$ cat src/vcs_pkg.sv
// constants, register map and state codes of the vco calibration controller
package vcs_pkg;
	// software register map, word index on the plain port
	localparam int          ADDR_W          = 5;
	localparam int          DATA_W          = 32;
	localparam logic [4:0]  OFF_CTRL        = 5'h00;
	localparam logic [4:0]  OFF_STATUS      = 5'h01;
	localparam logic [4:0]  OFF_START_KHZ   = 5'h02;
	localparam logic [4:0]  OFF_STOP_KHZ    = 5'h03;
	localparam logic [4:0]  OFF_STEP_KHZ    = 5'h04;
	localparam logic [4:0]  OFF_PFD_KHZ     = 5'h05;
	localparam logic [4:0]  OFF_START_N     = 5'h06;
	localparam logic [4:0]  OFF_START_FRAC  = 5'h07;
	localparam logic [4:0]  OFF_TARGET_KHZ  = 5'h08;
	localparam logic [4:0]  OFF_TARGET_N    = 5'h09;
	localparam logic [4:0]  OFF_TARGET_FRAC = 5'h0A;
	localparam logic [4:0]  OFF_LOCK_WAIT   = 5'h0B;
	localparam logic [4:0]  OFF_DIV_TMPL    = 5'h0C;
	localparam logic [4:0]  OFF_FRAC_TMPL   = 5'h0D;
	localparam logic [4:0]  OFF_CAL_TMPL    = 5'h0E;
	localparam logic [4:0]  OFF_REC_COUNT   = 5'h0F;
	localparam logic [4:0]  OFF_REC_INDEX   = 5'h10;
	localparam logic [4:0]  OFF_REC_DATA    = 5'h11;
	// control and status bits
	localparam int          CTRL_SWEEP      = 0;
	localparam int          CTRL_RECALL     = 1;
	localparam int          CTRL_CLEAR      = 2;
	localparam int          STAT_PAIR_LSB   = 8;
	// device serial frame: rw, 4-bit address, 27-bit data, msb first
	localparam int          FRAME_W         = 32;
	localparam int          DEV_DATA_W      = 27;
	localparam logic        FRAME_WR        = 1'b0;
	localparam logic        FRAME_RD        = 1'b1;
	localparam logic [3:0]  DEV_DIV_ADDR    = 4'h0;
	localparam logic [3:0]  DEV_FRAC_ADDR   = 4'h1;
	localparam logic [3:0]  DEV_CAL_ADDR    = 4'h6;
	localparam logic [3:0]  DEV_STAT_ADDR   = 4'hA;
	// device field positions
	localparam int          DEV_LOCK_BIT    = 7;
	localparam int          DEV_CORE_LSB    = 5;
	localparam int          DEV_SUB_LSB     = 0;
	localparam int          CORE_W          = 2;
	localparam int          SUB_W           = 5;
	localparam int          PAIR_W          = CORE_W + SUB_W;
	localparam int          MAN_CAL_BIT     = 26;
	localparam int          CAL_SUB_LSB     = 16;
	localparam int          CAL_CORE_LSB    = 21;
	// frequency arithmetic, all frequencies in khz
	localparam int          FREQ_W          = 24;
	localparam int          N_W             = 16;
	localparam int          FRAC_W          = 20;
	localparam logic [23:0] STEP_MAX_KHZ    = 24'h001388;
	localparam logic [23:0] STEP_MIN_KHZ    = 24'h000001;
	// record store: {core, sub, freq}
	localparam int          REC_DEPTH       = 64;
	localparam int          REC_IDX_W       = 6;
	localparam int          REC_CNT_W       = 7;
	localparam int          REC_W           = PAIR_W + FREQ_W;
	// timing
	localparam int          CLK_PERIOD_NS   = 50;
	localparam int          LOCK_TIME_NS    = 100000;
	localparam int          LOCK_CYC        =
		(LOCK_TIME_NS + CLK_PERIOD_NS - 1) / CLK_PERIOD_NS;
	localparam int          WAIT_W          = 16;
	localparam int          SCLK_HALF_NS    = 100;
	localparam int          SER_HALF        = SCLK_HALF_NS / CLK_PERIOD_NS;
	localparam int          SER_DIV_W       = 4;
	localparam int          SER_CNT_W       = 5;

	typedef enum logic [10:0] {
		ST_IDLE     = 11'h001,
		ST_WR_FRAC  = 11'h002,
		ST_WR_DIV   = 11'h004,
		ST_WAIT     = 11'h008,
		ST_RD_STAT  = 11'h010,
		ST_EVAL     = 11'h020,
		ST_FIND     = 11'h040,
		ST_WR_CAL   = 11'h080,
		ST_WR_MFRAC = 11'h100,
		ST_WR_MDIV  = 11'h200,
		ST_SPARE    = 11'h400
	} vcs_state_t;
endpackage : vcs_pkg

$ cat src/vcs_ser_if.sv
// frame request and answer between the sequencer and the serial shifter
`timescale 1ns/1ps
interface vcs_ser_if;
	logic                  start;
	logic [31:0]           word;
	logic                  busy;
	logic                  done;
	logic [26:0]           rdata;
	modport ctrl  (output start, output word, input busy, input done,
	               input rdata);
	modport shift (input start, input word, output busy, output done,
	               output rdata);
endinterface : vcs_ser_if

$ cat src/vcs_cal_ctrl.sv
// host controller: factory vco sweep with record capture, in-field recall
`timescale 1ns/1ps
module vcs_cal_ctrl
	import vcs_pkg::*;
(
	input  wire logic         ref_clk,
	input  wire logic         rstn,
	input  wire logic [4:0]   reg_addr,
	input  wire logic [31:0]  reg_wdata,
	input  wire logic         reg_wr,
	input  wire logic         reg_rd,
	output logic [31:0]       reg_rdata,
	output logic              ser_clk,
	output logic              ser_csn,
	output logic              ser_mosi,
	input  wire logic         lock_detect_out_pin
);
	logic                     rst_m_q;
	logic                     rst_n_q;
	vcs_state_t               state_q;
	logic                     issued_q;
	logic                     start_q;
	logic [FRAME_W-1:0]       word_q;
	logic [FREQ_W-1:0]        start_khz_q, stop_khz_q, step_khz_q, pfd_khz_q;
	logic [FREQ_W-1:0]        target_khz_q, cur_khz_q;
	logic [N_W-1:0]           start_n_q, target_n_q, cur_n_q;
	logic [FRAC_W-1:0]        start_frac_q, target_frac_q, cur_frac_q;
	logic [WAIT_W-1:0]        lock_wait_q, wait_q;
	logic [DEV_DATA_W-1:0]    div_tmpl_q, frac_tmpl_q, cal_tmpl_q;
	logic [DEV_DATA_W-1:0]    stat_q;
	logic [REC_W-1:0]         rec_q [REC_DEPTH];
	logic [REC_CNT_W-1:0]     rec_cnt_q, scan_q;
	logic [REC_IDX_W-1:0]     rec_idx_q, hit_q;
	logic                     found_q, first_q;
	logic [PAIR_W-1:0]        prev_pair_q;
	logic                     sweep_done_q, recall_done_q;
	logic                     lock_err_q, full_err_q, no_match_q;

	vcs_ser_if ser ();

	vcs_ser_shift u_shift (
		.clk      (ref_clk),
		.rst_n    (rst_n_q),
		.req      (ser.shift),
		.ser_clk  (ser_clk),
		.ser_csn  (ser_csn),
		.ser_mosi (ser_mosi),
		.ser_miso (lock_detect_out_pin)
	);

	assign ser.start = start_q;
	assign ser.word  = word_q;

	always_ff @(posedge ref_clk or negedge rstn) begin
		if (!rstn) begin
			rst_m_q <= 1'b0;
			rst_n_q <= 1'b0;
		end else begin
			rst_m_q <= 1'b1;
			rst_n_q <= rst_m_q;
		end
	end

	// register port decode
	wire idle      = state_q == ST_IDLE;
	wire wr_ctrl   = reg_wr && reg_addr == OFF_CTRL;
	wire sweep_go  = idle && wr_ctrl && reg_wdata[CTRL_SWEEP];
	wire recall_go = idle && wr_ctrl && !reg_wdata[CTRL_SWEEP]
	                 && reg_wdata[CTRL_RECALL];
	wire clear_go  = idle && wr_ctrl && reg_wdata[CTRL_CLEAR];
	wire wr_cnt    = idle && reg_wr && reg_addr == OFF_REC_COUNT;
	wire rec_acc   = (reg_wr || reg_rd) && reg_addr == OFF_REC_DATA;
	wire rec_bus_w = idle && reg_wr && reg_addr == OFF_REC_DATA;
	wire [FREQ_W-1:0] step_in = reg_wdata[FREQ_W-1:0];
	wire [FREQ_W-1:0] step_lim =
		step_in > STEP_MAX_KHZ ? STEP_MAX_KHZ :
		step_in < STEP_MIN_KHZ ? STEP_MIN_KHZ : step_in;
	wire [REC_CNT_W-1:0] cnt_in =
		reg_wdata[REC_CNT_W-1:0] > REC_CNT_W'(REC_DEPTH) ?
		REC_CNT_W'(REC_DEPTH) : reg_wdata[REC_CNT_W-1:0];

	// status register fields of the synthesizer
	wire              dev_lock = stat_q[DEV_LOCK_BIT];
	wire [PAIR_W-1:0] dev_pair = {stat_q[DEV_CORE_LSB +: CORE_W],
	                              stat_q[DEV_SUB_LSB +: SUB_W]};

	// next sweep point, the last one clipped onto the stop frequency
	wire [FREQ_W-1:0] to_stop = stop_khz_q - cur_khz_q;
	wire [FREQ_W-1:0] delta   =
		to_stop < step_khz_q ? to_stop : step_khz_q;
	wire [FREQ_W:0]   frac_sum = (FREQ_W+1)'(cur_frac_q)
	                             + (FREQ_W+1)'(delta);
	wire              frac_wrap = frac_sum >= (FREQ_W+1)'(pfd_khz_q);
	wire [FREQ_W:0]   frac_red =
		frac_wrap ? frac_sum - (FREQ_W+1)'(pfd_khz_q) : frac_sum;
	wire              at_stop   = cur_khz_q >= stop_khz_q;
	wire              new_pair  = first_q || dev_pair != prev_pair_q;
	wire              rec_full  = rec_cnt_q == REC_CNT_W'(REC_DEPTH);

	// record lookup
	wire [REC_W-1:0]  scan_rec  = rec_q[scan_q[REC_IDX_W-1:0]];
	wire              scan_ok   = scan_q < rec_cnt_q
	                              && scan_rec[FREQ_W-1:0] <= target_khz_q;
	wire [REC_W-1:0]  hit_rec   = rec_q[hit_q];

	// frame assembly per state; templates must hold zero in merged fields
	wire [DEV_DATA_W-1:0] frac_fld = DEV_DATA_W'(cur_frac_q);
	wire [DEV_DATA_W-1:0] n_fld    = DEV_DATA_W'(cur_n_q);
	wire [DEV_DATA_W-1:0] mfrac_fld = DEV_DATA_W'(target_frac_q)
		| (DEV_DATA_W'(1) << MAN_CAL_BIT);
	wire [DEV_DATA_W-1:0] mn_fld   = DEV_DATA_W'(target_n_q);
	wire [DEV_DATA_W-1:0] cal_fld  =
		(DEV_DATA_W'(hit_rec[FREQ_W+SUB_W +: CORE_W]) << CAL_CORE_LSB)
		| (DEV_DATA_W'(hit_rec[FREQ_W +: SUB_W]) << CAL_SUB_LSB);
	wire [FRAME_W-1:0] frame =
		state_q == ST_WR_FRAC  ? {FRAME_WR, DEV_FRAC_ADDR,
		                          frac_tmpl_q | frac_fld} :
		state_q == ST_WR_DIV   ? {FRAME_WR, DEV_DIV_ADDR,
		                          div_tmpl_q | n_fld} :
		state_q == ST_WR_CAL   ? {FRAME_WR, DEV_CAL_ADDR,
		                          cal_tmpl_q | cal_fld} :
		state_q == ST_WR_MFRAC ? {FRAME_WR, DEV_FRAC_ADDR,
		                          frac_tmpl_q | mfrac_fld} :
		state_q == ST_WR_MDIV  ? {FRAME_WR, DEV_DIV_ADDR,
		                          div_tmpl_q | mn_fld} :
		{FRAME_RD, DEV_STAT_ADDR, {DEV_DATA_W{1'b0}}};
	wire ser_state = state_q == ST_WR_FRAC || state_q == ST_WR_DIV
	                 || state_q == ST_RD_STAT || state_q == ST_WR_CAL
	                 || state_q == ST_WR_MFRAC || state_q == ST_WR_MDIV;

	// software-written configuration
	always_ff @(posedge ref_clk or negedge rst_n_q) begin
		if (!rst_n_q) begin
			start_khz_q   <= '0;
			stop_khz_q    <= '0;
			step_khz_q    <= STEP_MAX_KHZ;
			pfd_khz_q     <= '0;
			start_n_q     <= '0;
			start_frac_q  <= '0;
			target_khz_q  <= '0;
			target_n_q    <= '0;
			target_frac_q <= '0;
			lock_wait_q   <= WAIT_W'(LOCK_CYC);
			div_tmpl_q    <= '0;
			frac_tmpl_q   <= '0;
			cal_tmpl_q    <= '0;
		end else if (reg_wr && idle) begin
			if (reg_addr == OFF_START_KHZ)
				start_khz_q <= reg_wdata[FREQ_W-1:0];
			else if (reg_addr == OFF_STOP_KHZ)
				stop_khz_q <= reg_wdata[FREQ_W-1:0];
			else if (reg_addr == OFF_STEP_KHZ)
				step_khz_q <= step_lim;
			else if (reg_addr == OFF_PFD_KHZ)
				pfd_khz_q <= reg_wdata[FREQ_W-1:0];
			else if (reg_addr == OFF_START_N)
				start_n_q <= reg_wdata[N_W-1:0];
			else if (reg_addr == OFF_START_FRAC)
				start_frac_q <= reg_wdata[FRAC_W-1:0];
			else if (reg_addr == OFF_TARGET_KHZ)
				target_khz_q <= reg_wdata[FREQ_W-1:0];
			else if (reg_addr == OFF_TARGET_N)
				target_n_q <= reg_wdata[N_W-1:0];
			else if (reg_addr == OFF_TARGET_FRAC)
				target_frac_q <= reg_wdata[FRAC_W-1:0];
			else if (reg_addr == OFF_LOCK_WAIT)
				lock_wait_q <= reg_wdata[WAIT_W-1:0];
			else if (reg_addr == OFF_DIV_TMPL)
				div_tmpl_q <= reg_wdata[DEV_DATA_W-1:0];
			else if (reg_addr == OFF_FRAC_TMPL)
				frac_tmpl_q <= reg_wdata[DEV_DATA_W-1:0];
			else if (reg_addr == OFF_CAL_TMPL)
				cal_tmpl_q <= reg_wdata[DEV_DATA_W-1:0];
		end
	end

	// record store: filled by the sweep or loaded back from nonvolatile copy
	always_ff @(posedge ref_clk) begin
		if (state_q == ST_EVAL && dev_lock && new_pair && !rec_full)
			rec_q[rec_cnt_q[REC_IDX_W-1:0]] <= {dev_pair, cur_khz_q};
		else if (rec_bus_w)
			rec_q[rec_idx_q] <= reg_wdata[REC_W-1:0];
	end

	always_ff @(posedge ref_clk or negedge rst_n_q) begin
		if (!rst_n_q)
			rec_idx_q <= '0;
		else if (reg_wr && reg_addr == OFF_REC_INDEX)
			rec_idx_q <= reg_wdata[REC_IDX_W-1:0];
		else if (rec_acc)
			rec_idx_q <= rec_idx_q + REC_IDX_W'(1);
	end

	// sequencer
	always_ff @(posedge ref_clk or negedge rst_n_q) begin
		if (!rst_n_q) begin
			state_q       <= ST_IDLE;
			issued_q      <= 1'b0;
			start_q       <= 1'b0;
			word_q        <= '0;
			cur_khz_q     <= '0;
			cur_n_q       <= '0;
			cur_frac_q    <= '0;
			wait_q        <= '0;
			stat_q        <= '0;
			rec_cnt_q     <= '0;
			scan_q        <= '0;
			hit_q         <= '0;
			found_q       <= 1'b0;
			first_q       <= 1'b0;
			prev_pair_q   <= '0;
			sweep_done_q  <= 1'b0;
			recall_done_q <= 1'b0;
			lock_err_q    <= 1'b0;
			full_err_q    <= 1'b0;
			no_match_q    <= 1'b0;
		end else begin
			start_q <= 1'b0;
			if (ser_state && !issued_q && !ser.busy) begin
				start_q  <= 1'b1;
				word_q   <= frame;
				issued_q <= 1'b1;
			end
			if (ser.done)
				issued_q <= 1'b0;
			case (state_q)
			ST_IDLE: begin
				if (clear_go)
					rec_cnt_q <= '0;
				else if (wr_cnt)
					rec_cnt_q <= cnt_in;
				if (sweep_go || recall_go) begin
					sweep_done_q  <= 1'b0;
					recall_done_q <= 1'b0;
					lock_err_q    <= 1'b0;
					full_err_q    <= 1'b0;
					no_match_q    <= 1'b0;
				end
				if (sweep_go) begin
					cur_khz_q  <= start_khz_q;
					cur_n_q    <= start_n_q;
					cur_frac_q <= start_frac_q;
					rec_cnt_q  <= '0;
					first_q    <= 1'b1;
					state_q    <= ST_WR_FRAC;
				end else if (recall_go) begin
					scan_q  <= '0;
					found_q <= 1'b0;
					state_q <= ST_FIND;
				end
			end
			ST_WR_FRAC: begin
				if (ser.done)
					state_q <= ST_WR_DIV;
			end
			ST_WR_DIV: begin
				if (ser.done) begin
					wait_q  <= lock_wait_q;
					state_q <= ST_WAIT;
				end
			end
			ST_WAIT: begin
				if (wait_q == '0)
					state_q <= ST_RD_STAT;
				else
					wait_q <= wait_q - WAIT_W'(1);
			end
			ST_RD_STAT: begin
				if (ser.done) begin
					stat_q  <= ser.rdata;
					state_q <= ST_EVAL;
				end
			end
			ST_EVAL: begin
				first_q     <= 1'b0;
				prev_pair_q <= dev_pair;
				if (!dev_lock) begin
					lock_err_q <= 1'b1;
					state_q    <= ST_IDLE;
				end else if (new_pair && rec_full) begin
					full_err_q <= 1'b1;
					state_q    <= ST_IDLE;
				end else begin
					if (new_pair)
						rec_cnt_q <= rec_cnt_q + REC_CNT_W'(1);
					if (at_stop) begin
						sweep_done_q <= 1'b1;
						state_q      <= ST_IDLE;
					end else begin
						cur_khz_q  <= cur_khz_q + delta;
						cur_frac_q <= frac_red[FRAC_W-1:0];
						cur_n_q    <= cur_n_q + N_W'(frac_wrap);
						state_q    <= ST_WR_FRAC;
					end
				end
			end
			ST_FIND: begin
				// records are ascending, so the last one not above wins
				if (scan_ok) begin
					found_q <= 1'b1;
					hit_q   <= scan_q[REC_IDX_W-1:0];
					scan_q  <= scan_q + REC_CNT_W'(1);
				end else if (found_q) begin
					state_q <= ST_WR_CAL;
				end else begin
					no_match_q <= 1'b1;
					state_q    <= ST_IDLE;
				end
			end
			ST_WR_CAL: begin
				if (ser.done)
					state_q <= ST_WR_MFRAC;
			end
			ST_WR_MFRAC: begin
				if (ser.done)
					state_q <= ST_WR_MDIV;
			end
			ST_WR_MDIV: begin
				if (ser.done) begin
					recall_done_q <= 1'b1;
					state_q       <= ST_IDLE;
				end
			end
			default: state_q <= ST_IDLE;
			endcase
		end
	end

	// read path, data one cycle after the strobe
	// bit 7 left spare so the pair starts on its own byte
	wire [31:0] status_w = (32'(prev_pair_q) << STAT_PAIR_LSB)
		| 32'({stat_q[DEV_LOCK_BIT], no_match_q, full_err_q, lock_err_q,
		recall_done_q, sweep_done_q, !idle});
	wire [31:0] rd_mux =
		reg_addr == OFF_STATUS      ? status_w :
		reg_addr == OFF_START_KHZ   ? 32'(start_khz_q) :
		reg_addr == OFF_STOP_KHZ    ? 32'(stop_khz_q) :
		reg_addr == OFF_STEP_KHZ    ? 32'(step_khz_q) :
		reg_addr == OFF_PFD_KHZ     ? 32'(pfd_khz_q) :
		reg_addr == OFF_START_N     ? 32'(start_n_q) :
		reg_addr == OFF_START_FRAC  ? 32'(start_frac_q) :
		reg_addr == OFF_TARGET_KHZ  ? 32'(target_khz_q) :
		reg_addr == OFF_TARGET_N    ? 32'(target_n_q) :
		reg_addr == OFF_TARGET_FRAC ? 32'(target_frac_q) :
		reg_addr == OFF_LOCK_WAIT   ? 32'(lock_wait_q) :
		reg_addr == OFF_DIV_TMPL    ? 32'(div_tmpl_q) :
		reg_addr == OFF_FRAC_TMPL   ? 32'(frac_tmpl_q) :
		reg_addr == OFF_CAL_TMPL    ? 32'(cal_tmpl_q) :
		reg_addr == OFF_REC_COUNT   ? 32'(rec_cnt_q) :
		reg_addr == OFF_REC_INDEX   ? 32'(rec_idx_q) :
		reg_addr == OFF_REC_DATA    ? 32'(rec_q[rec_idx_q]) : 32'h00000000;

	always_ff @(posedge ref_clk or negedge rst_n_q) begin
		if (!rst_n_q)
			reg_rdata <= 32'h00000000;
		else if (reg_rd)
			reg_rdata <= rd_mux;
	end
endmodule : vcs_cal_ctrl

$ cat src/vcs_ser_shift.sv
// serial shifter for one 32-bit register frame to the synthesizer
`timescale 1ns/1ps
module vcs_ser_shift
	import vcs_pkg::*;
(
	input  wire logic         clk,
	input  wire logic         rst_n,
	vcs_ser_if.shift          req,
	output logic              ser_clk,
	output logic              ser_csn,
	output logic              ser_mosi,
	input  wire logic         ser_miso
);
	logic                     active_q;
	logic                     done_q;
	logic [FRAME_W-1:0]       sh_q;
	logic [DEV_DATA_W-1:0]    rx_q;
	logic [DEV_DATA_W-1:0]    rdata_q;
	logic [SER_DIV_W-1:0]     div_q;
	logic [SER_CNT_W-1:0]     bit_q;
	wire                      half_end = div_q == SER_DIV_W'(SER_HALF - 1);
	wire                      last_bit = bit_q == SER_CNT_W'(FRAME_W - 1);

	assign req.busy  = active_q;
	assign req.done  = done_q;
	assign req.rdata = rdata_q;

	// data changes on the falling edge, read data is taken on the rising one
	always_ff @(posedge clk or negedge rst_n) begin
		if (!rst_n) begin
			active_q <= 1'b0;
			done_q   <= 1'b0;
			sh_q     <= '0;
			rx_q     <= '0;
			rdata_q  <= '0;
			div_q    <= '0;
			bit_q    <= '0;
			ser_clk  <= 1'b0;
			ser_csn  <= 1'b1;
			ser_mosi <= 1'b0;
		end else begin
			done_q <= 1'b0;
			if (!active_q) begin
				if (req.start) begin
					active_q <= 1'b1;
					ser_csn  <= 1'b0;
					sh_q     <= req.word;
					ser_mosi <= req.word[FRAME_W-1];
					div_q    <= '0;
					bit_q    <= '0;
				end
			end else if (!half_end) begin
				div_q <= div_q + SER_DIV_W'(1);
			end else begin
				div_q   <= '0;
				ser_clk <= !ser_clk;
				if (!ser_clk) begin
					rx_q <= {rx_q[DEV_DATA_W-2:0], ser_miso};
				end else if (last_bit) begin
					active_q <= 1'b0;
					ser_csn  <= 1'b1;
					done_q   <= 1'b1;
					rdata_q  <= rx_q;
				end else begin
					bit_q    <= bit_q + SER_CNT_W'(1);
					sh_q     <= {sh_q[FRAME_W-2:0], 1'b0};
					ser_mosi <= sh_q[FRAME_W-2];
				end
			end
		end
	end
endmodule : vcs_ser_shift
$ cat config.mk
export PLATFORM = sky130hd
export DESIGN_NAME = vcs_cal_ctrl
export DESIGN_NICKNAME = d
export VERILOG_FILES = /design/src/vcs_pkg.sv /design/src/vcs_ser_if.sv /design/src/vcs_cal_ctrl.sv /design/src/vcs_ser_shift.sv
export SDC_FILE = /design/constraint.sdc
export NUM_CORES = 2
export LEC_CHECK = 0
export BUFFER_PORTS_ARGS = -buffer_cell sky130_fd_sc_hd__buf_2
export CORE_MARGIN = 4
export CORE_UTILIZATION = 60
export CTS_CLUSTER_DIAMETER = 120
export CTS_CLUSTER_SIZE = 16
export DETAILED_ROUTE_END_ITERATION = 8
export HOLD_SLACK_MARGIN = 0.15
export PLACE_DENSITY = 0.76
export RECOVER_POWER = 25
export REMOVE_ABC_BUFFERS = 1
export SLEW_MARGIN = 20
export SYNTH_ARGS = -nofsm -noshare
export SYNTH_HDL_FRONTEND = slang
export SYNTH_SLANG_ARGS = --single-unit
export TNS_END_PERCENT = 1
$ cat constraint.sdc
create_clock -name ref_clk -period 26.7 [get_ports ref_clk]
set_clock_uncertainty 0.15 [all_clocks]
set_input_delay 4.005 -clock ref_clk [delete_from_list [all_inputs] [get_ports ref_clk]]
set_output_delay 4.005 -clock ref_clk [all_outputs]
set_load 0.02 [all_outputs]
; Word level (Yosys, flattened, before mapping)
; Memories as Yosys holds them, arrays and structs flattened.
; Index checks and enable logic that the tools add are counted.
[classes]
n_reduce_logical = 73
muxes = 137
order_cmp = 8
eq_ne = 59
n_addsub = 11
n_bitwise = 20
[ops]
columns = op, count
row1 = $mux W31, 23
row2 = $mux W24, 7
row3 = $mux W32, 5
row4 = $mux W11, 10
row5 = $pmux W11 S10, 1
row6 = $mux W20, 5
row7 = $mux W16, 6
row8 = $mux W7, 10
row9 = $pmux W16 S2, 2
row10 = $or A27 B16 Y27, 2
row11 = $pmux W24 S2, 1
row12 = $mux W1, 42
row13 = $eq A5 B4 Y1 const B, 8
row14 = $pmux W20 S2, 1
row15 = $reduce_or A31 Y1, 1
row16 = $ne A2 B2 Y1 const B, 15
row17 = $pmux W7 S2, 2
row18 = $reduce_and A4 Y1, 7
row19 = $or A27 B20 Y27, 1
row20 = $or A27 B23 Y27, 1
row21 = $or A27 B27 Y27, 1
row22 = $add A20 B24 Y25, 1
row23 = $ge A25 B24 Y1, 1
row24 = $mux W5, 5
row25 = other kinds (62), 150
[totals]
inputBits = 42
mem_bits_rw = 1984
mem_count = 1
regBits = 553
wordCells = 356
[memory_table]
columns = memory, depth, width, read_ports, rd_ports_with_merged_regs, write_ports, line_no
row1 = rec_q, 64, 31, 3, 0, 1, vcs_cal_ctrl.sv:31  ; logic [REC_W-1:0] rec_q [REC_DEPTH];

; Logic depth before layout (Yosys ltp)
[depth]
depth_word = 18
mapped_depth = 50
depth_no_buf = 49

; Hierarchy
; A second synthesis with hierarchy kept.
[unflattened]
cells_unflattened = 7381
area_unflattened_um2 = 125316.4
[by_module_without_submodules]
columns = mod, area_each_um2, cells_each, instances, seq_area_each_um2
row1 = vcs_cal_ctrl, 121017.3, 7096, 1, 71828.9
row2 = vcs_ser_shift, 4299.1, 285, 1, 2478.6

; Worst setup path before layout
; Ideal clock, no wire load.
[synth_path]
path_kind = reg2reg
startpoint = reg stop_khz_q[0]
endpoint = reg cur_n_q[10]
n_path_buf = 3
path_stages_with_launch = 49
slack_ns = 17.752
arrival_ns = 8.661
path_cell_list = dfrtp_1 inv_1 ha_1 inv_1 fa_1 a21oi_1 nor2b_1 o31a_1 or3_1 a31oi_1 o21bai_1 a21oi_1 xnor2_1 ha_1 o21ai_0 o21ai_0 o2111ai_1 nand3_1 (+13 left out) nand2_1 a21oi_1 a211oi_1 o211ai_1 a31o_2 a41oi_1 nand2_1 a21o_1 a31oi_2 buf_6 inv_1 ha_1 ha_1 nand2_1 or3_1 nand2_1 a21oi_1 a21oi_1
[synth_between]
elab_chain_cells = 10
elab_cells_between_ends = 13
cone_classes = 3 x add/sub / 3 x order compare / 1 x eq/ne / 5 x mux / 1 x reduce/logical
[synth_lines]
columns = item, line_no
row1 = "start, declared", vcs_cal_ctrl.sv:24  ; logic [FREQ_W-1:0] start_khz_q, stop_khz_q, step_khz_q, pfd_khz_q;
row2 = "start signal, assigned", vcs_cal_ctrl.sv:151  ; stop_khz_q <= reg_wdata[FREQ_W-1:0];
row3 = $sub A24 B24 Y24, vcs_cal_ctrl.sv:88  ; wire [FREQ_W-1:0] to_stop = stop_khz_q - cur_khz_q;
row4 = $lt A24 B24 Y1, vcs_cal_ctrl.sv:90  ; to_stop < step_khz_q ? to_stop : step_khz_q;
row5 = $mux W24, vcs_cal_ctrl.sv:90
row6 = $add A20 B24 Y25, vcs_cal_ctrl.sv:92  ; + (FREQ_W+1)'(delta);
row7 = $ge A25 B24 Y1, vcs_cal_ctrl.sv:93  ; wire frac_wrap = frac_sum >= (FREQ_W+1)'(pfd_khz_q);
row8 = $add A16 B1 Y16, vcs_cal_ctrl.sv:292  ; cur_n_q <= cur_n_q + N_W'(frac_wrap);
row9 = $mux W16, vcs_cal_ctrl.sv:286  ; if (at_stop) begin
row10 = $mux W16, vcs_cal_ctrl.sv:280  ; end else if (new_pair && rec_full) begin
row11 = $mux W16, vcs_cal_ctrl.sv:277  ; if (!dev_lock) begin
row12 = $pmux W16 S2, vcs_cal_ctrl.sv:226  ; case (state_q)
row13 = "end signal, assigned", vcs_cal_ctrl.sv:241  ; cur_n_q <= start_n_q;
row14 = "end signal, assigned", vcs_cal_ctrl.sv:292
row15 = "end, declared", vcs_cal_ctrl.sv:26  ; logic [N_W-1:0] start_n_q, target_n_q, cur_n_q;
; Several ways; a longest one is shown, not always the timed one. The select of a mux whose other input is x is not followed.
; A chain may end at the register's enable or synchronous reset.

==> impl_metrics.json <==
{
  "avgSynthCellArea_sq_um": 17.0,
  "drc": 0,
  "critPathTopFamily": "buffers and inverters",
  "cts_tree": "done",
  "path_clk_slew_ns": 0.07,
  "postCtsSetupBuffers": 0,
  "tns_ns": 0,
  "slew_headroom": -3.82,
  "die_x_microns": 461,
  "routed-via-count": 77400,
  "path_cells": "clkbuf_1, clkbuf_1, clkbuf_1",
  "period_share": 0.496,
  "final_cell_mix": "edfxtp_1, mux4_2, dfrtp_1",
  "violations": "capacitance limit, slew limit",
  "ctsResizeCount": 0,
  "final_layout_size_suffix_gt1_frac": 0.288,
  "crit_top_cell": "clkbuf_1",
  "rows": 166,
  "syn-cell-area_sq_um": 123000,
  "status": "complete, but fails checks",
  "irDropWorstVdd_v": 0.000141,
  "synth_top_area_frac": 0.483,
  "htreeDepth": 4,
  "ys_seq_elements": 2534,
  "synth_edf_count": 1984,
  "final_common_cell": "edfxtp_1",
  "critPathBufInv": 3,
  "ys_top_cells_by_area": "edfxtp_1, mux4_2, dfrtp_1",
  "clkSinkCount": 2534,
  "die_h_microns": 461,
  "setup_viol": 0,
  "grt_use_total": 0.380,
  "synth-async-reset-ratio": 0.217,
  "ant_nets": 0,
  "pwr_density_cell_nw_per_um2": 104,
  "leakagePower_nw": 44.2,
  "end_kind": "asynchronous set/reset pin",
  "rsz0062_at_grt": "no",
  "grt_pass1_vias": 76800,
  "dieArea_sq_um": 213000,
  "slowest_delay_ns": 5.18,
  "holdWs_ns": 0.206,
  "final_nets": 7367,
  "synth_top_area_cell": "edfxtp_1",
  "fin_area_sq_um": 132000,
  "synth_cell_types": 89,
  "cts_buffer_depth": 3,
  "dr.pass1.iters": 7,
  "cp-start-kind": "flop",
  "synth_ff_type": "edfxtp_1",
  "seqCellArea_sq_um": 73400,
  "fillers": 13600,
  "hold_viol_final": 0,
  "cts_buffers": 176,
  "maxCapViolations": 45,
  "routed_wl_microns": 400000,
  "place_congestion": 0.998,
  "wl_per_cell_microns": 40.2,
  "grt_max_degree": 179,
  "hold_path_class": "flop to flop",
  "synth_cells": 7229,
  "ys_seq_area_frac": 0.595,
  "fin_crit_ns": 13.24,
  "first_iter_violations": 13100,
  "crit_slowest_cell": "clkbuf_1",
  "required_ns": 26.41,
  "ctsRootBufferMaster": "clkbuf_16",
  "hold_buffers": 0,
  "core_area_sq_um": 204000,
  "initial_core_util": 0.603,
  "boundaryPins": 77,
  "timing.final.ws_setup_ns": 13.46,
  "arrival_ns": 12.95,
  "finalMaxSlewViolations": 2140,
  "yosys_warnings": 0,
  "via_per_inst": 7.78,
  "dpl-instance-area_sq_um": 127000,
  "tightest_slew_ns": 7.23,
  "timing.fmax_ghz": 0.0755,
  "antenna_found_initial": 23,
  "grt_first_pass_wirelength_microns": 568000,
  "dpl_worst_slack_ns": 15.25,
  "crit_fanout": 129,
  "grt.overflow.total": 0,
  "critPathKind": "flop to asynchronous set/reset pin",
  "syn_to_final_growth_pct": 7.02,
  "multiInputGateArea_sq_um": 47900,
  "clk_latency_ns": 0.88,
  "dp.final_hpwl_microns": 239000,
  "portBuffers": 74
}
-- final cells by class --
class | count | area share
Multi-Input combinational cell | 4026 | 0.363
Inverter | 150 | 0.00427
Sequential cell | 2534 | 0.557
Antenna cell | 16 | 0.000304
Timing Repair Buffer | 278 | 0.0136
Clock inverter | 13 | 0.00118
Clock buffer | 233 | 0.0357
Tap cell | 2688 | 0.0255
-- cells in the mapped netlist (all sizes together) (49+ instances only) --
| cell type | instances |
|---|---|
| a21o | 49 |
| a21oi | 244 |
| a31oi | 49 |
| buf | 159 |
| clkbuf | 360 |
| dfrtp | 537 |
| edfxtp | 1984 |
| ha | 155 |
| inv | 148 |
| mux2 | 252 |
| mux2i | 74 |
| mux4 | 1297 |
| nand2 | 420 |
| nand3 | 87 |
| nor2 | 298 |
| nor3 | 57 |
| o21ai | 386 |
-- metrics by stage --
stage,instances,total power [mW],util
floorplan,6710,10.6,-
global placement,9674,11.0,0.623
detailed placement,9674,11.1,0.623
CTS,9920,13.6,0.647
global route,9926,14.4,0.645
finish,9938,13.8,0.645
-- sequential cells by signal, indices dropped and copies added, names as in the netlist, 20 cells and up --
register       flops
rec_q           1984
reg_rdata         31
ser.word          31
u_shift.sh_q      31
cal_tmpl_q        27
div_tmpl_q        27
frac_tmpl_q       27
cur_khz_q         24
pfd_khz_q         24
start_khz_q       24
step_khz_q        24
stop_khz_q        24
target_khz_q      24
cur_frac_q        20
start_frac_q      20
target_frac_q     20
-- power by group --
part	switching [mW]	total, mW	internal, mW
Clock	1.35	2.58	1.23
Combinational	3.45	6.14	2.68
Sequential	0.372	5.06	4.69
Total	5.18	13.8	8.61
-- metal layers --
layer | part of all wire | up-vias | global-route usage
li1 | - | 29500 | -
met1 | 0.33 | 39600 | 0.482
met2 | 0.46 | 6710 | 0.576
met3 | 0.13 | 1544 | 0.119
met4 | 0.079 | 20 | 0.240
met5 | 0.00039 | - | 0
-- kinds of logic (layout without fill, tap and decap cells) --
group,Yosys count,after routing,synth area share
adders and majority gates,159,159,0.0164
buffers and inverters,669,674,0.0225
DFF,2534,2534,0.595
xor gates and xnor gates,87,87,0.00618
AOI/OAI and AO/OA,1079,1079,0.0539
and+or+nand+nor,1076,1076,0.0397
other,2,18,0.0000609
muxes,1623,1623,0.266
-- worst register-to-register path: stages, from the launching register on --
cell	delay (ns)
dfrtp_1	2.26
clkbuf_1	2.03
clkbuf_1	5.22
clkbuf_1	2.52
-- path summary, 6_finish.rpt --
path / slack (ns) / cells past startpoint / end / start
max: 13.46 / 3 / hit_q[1] / rst_n_q
min: 0.21 / 0 / rst_n_q / rst_m_q
max reg2reg: 13.46 / 3 / hit_q[1] / rst_n_q
min reg2reg: 0.21 / 0 / rst_n_q / rst_m_q
max in group ref_clk: 14.87 / 46 / cur_n_q[10] / cur_khz_q[0]
min in group asynchronous: 1.02 / 0 / u_shift.sh_q[5] / rst_n_q
Power figures use the tool's default switching activity.
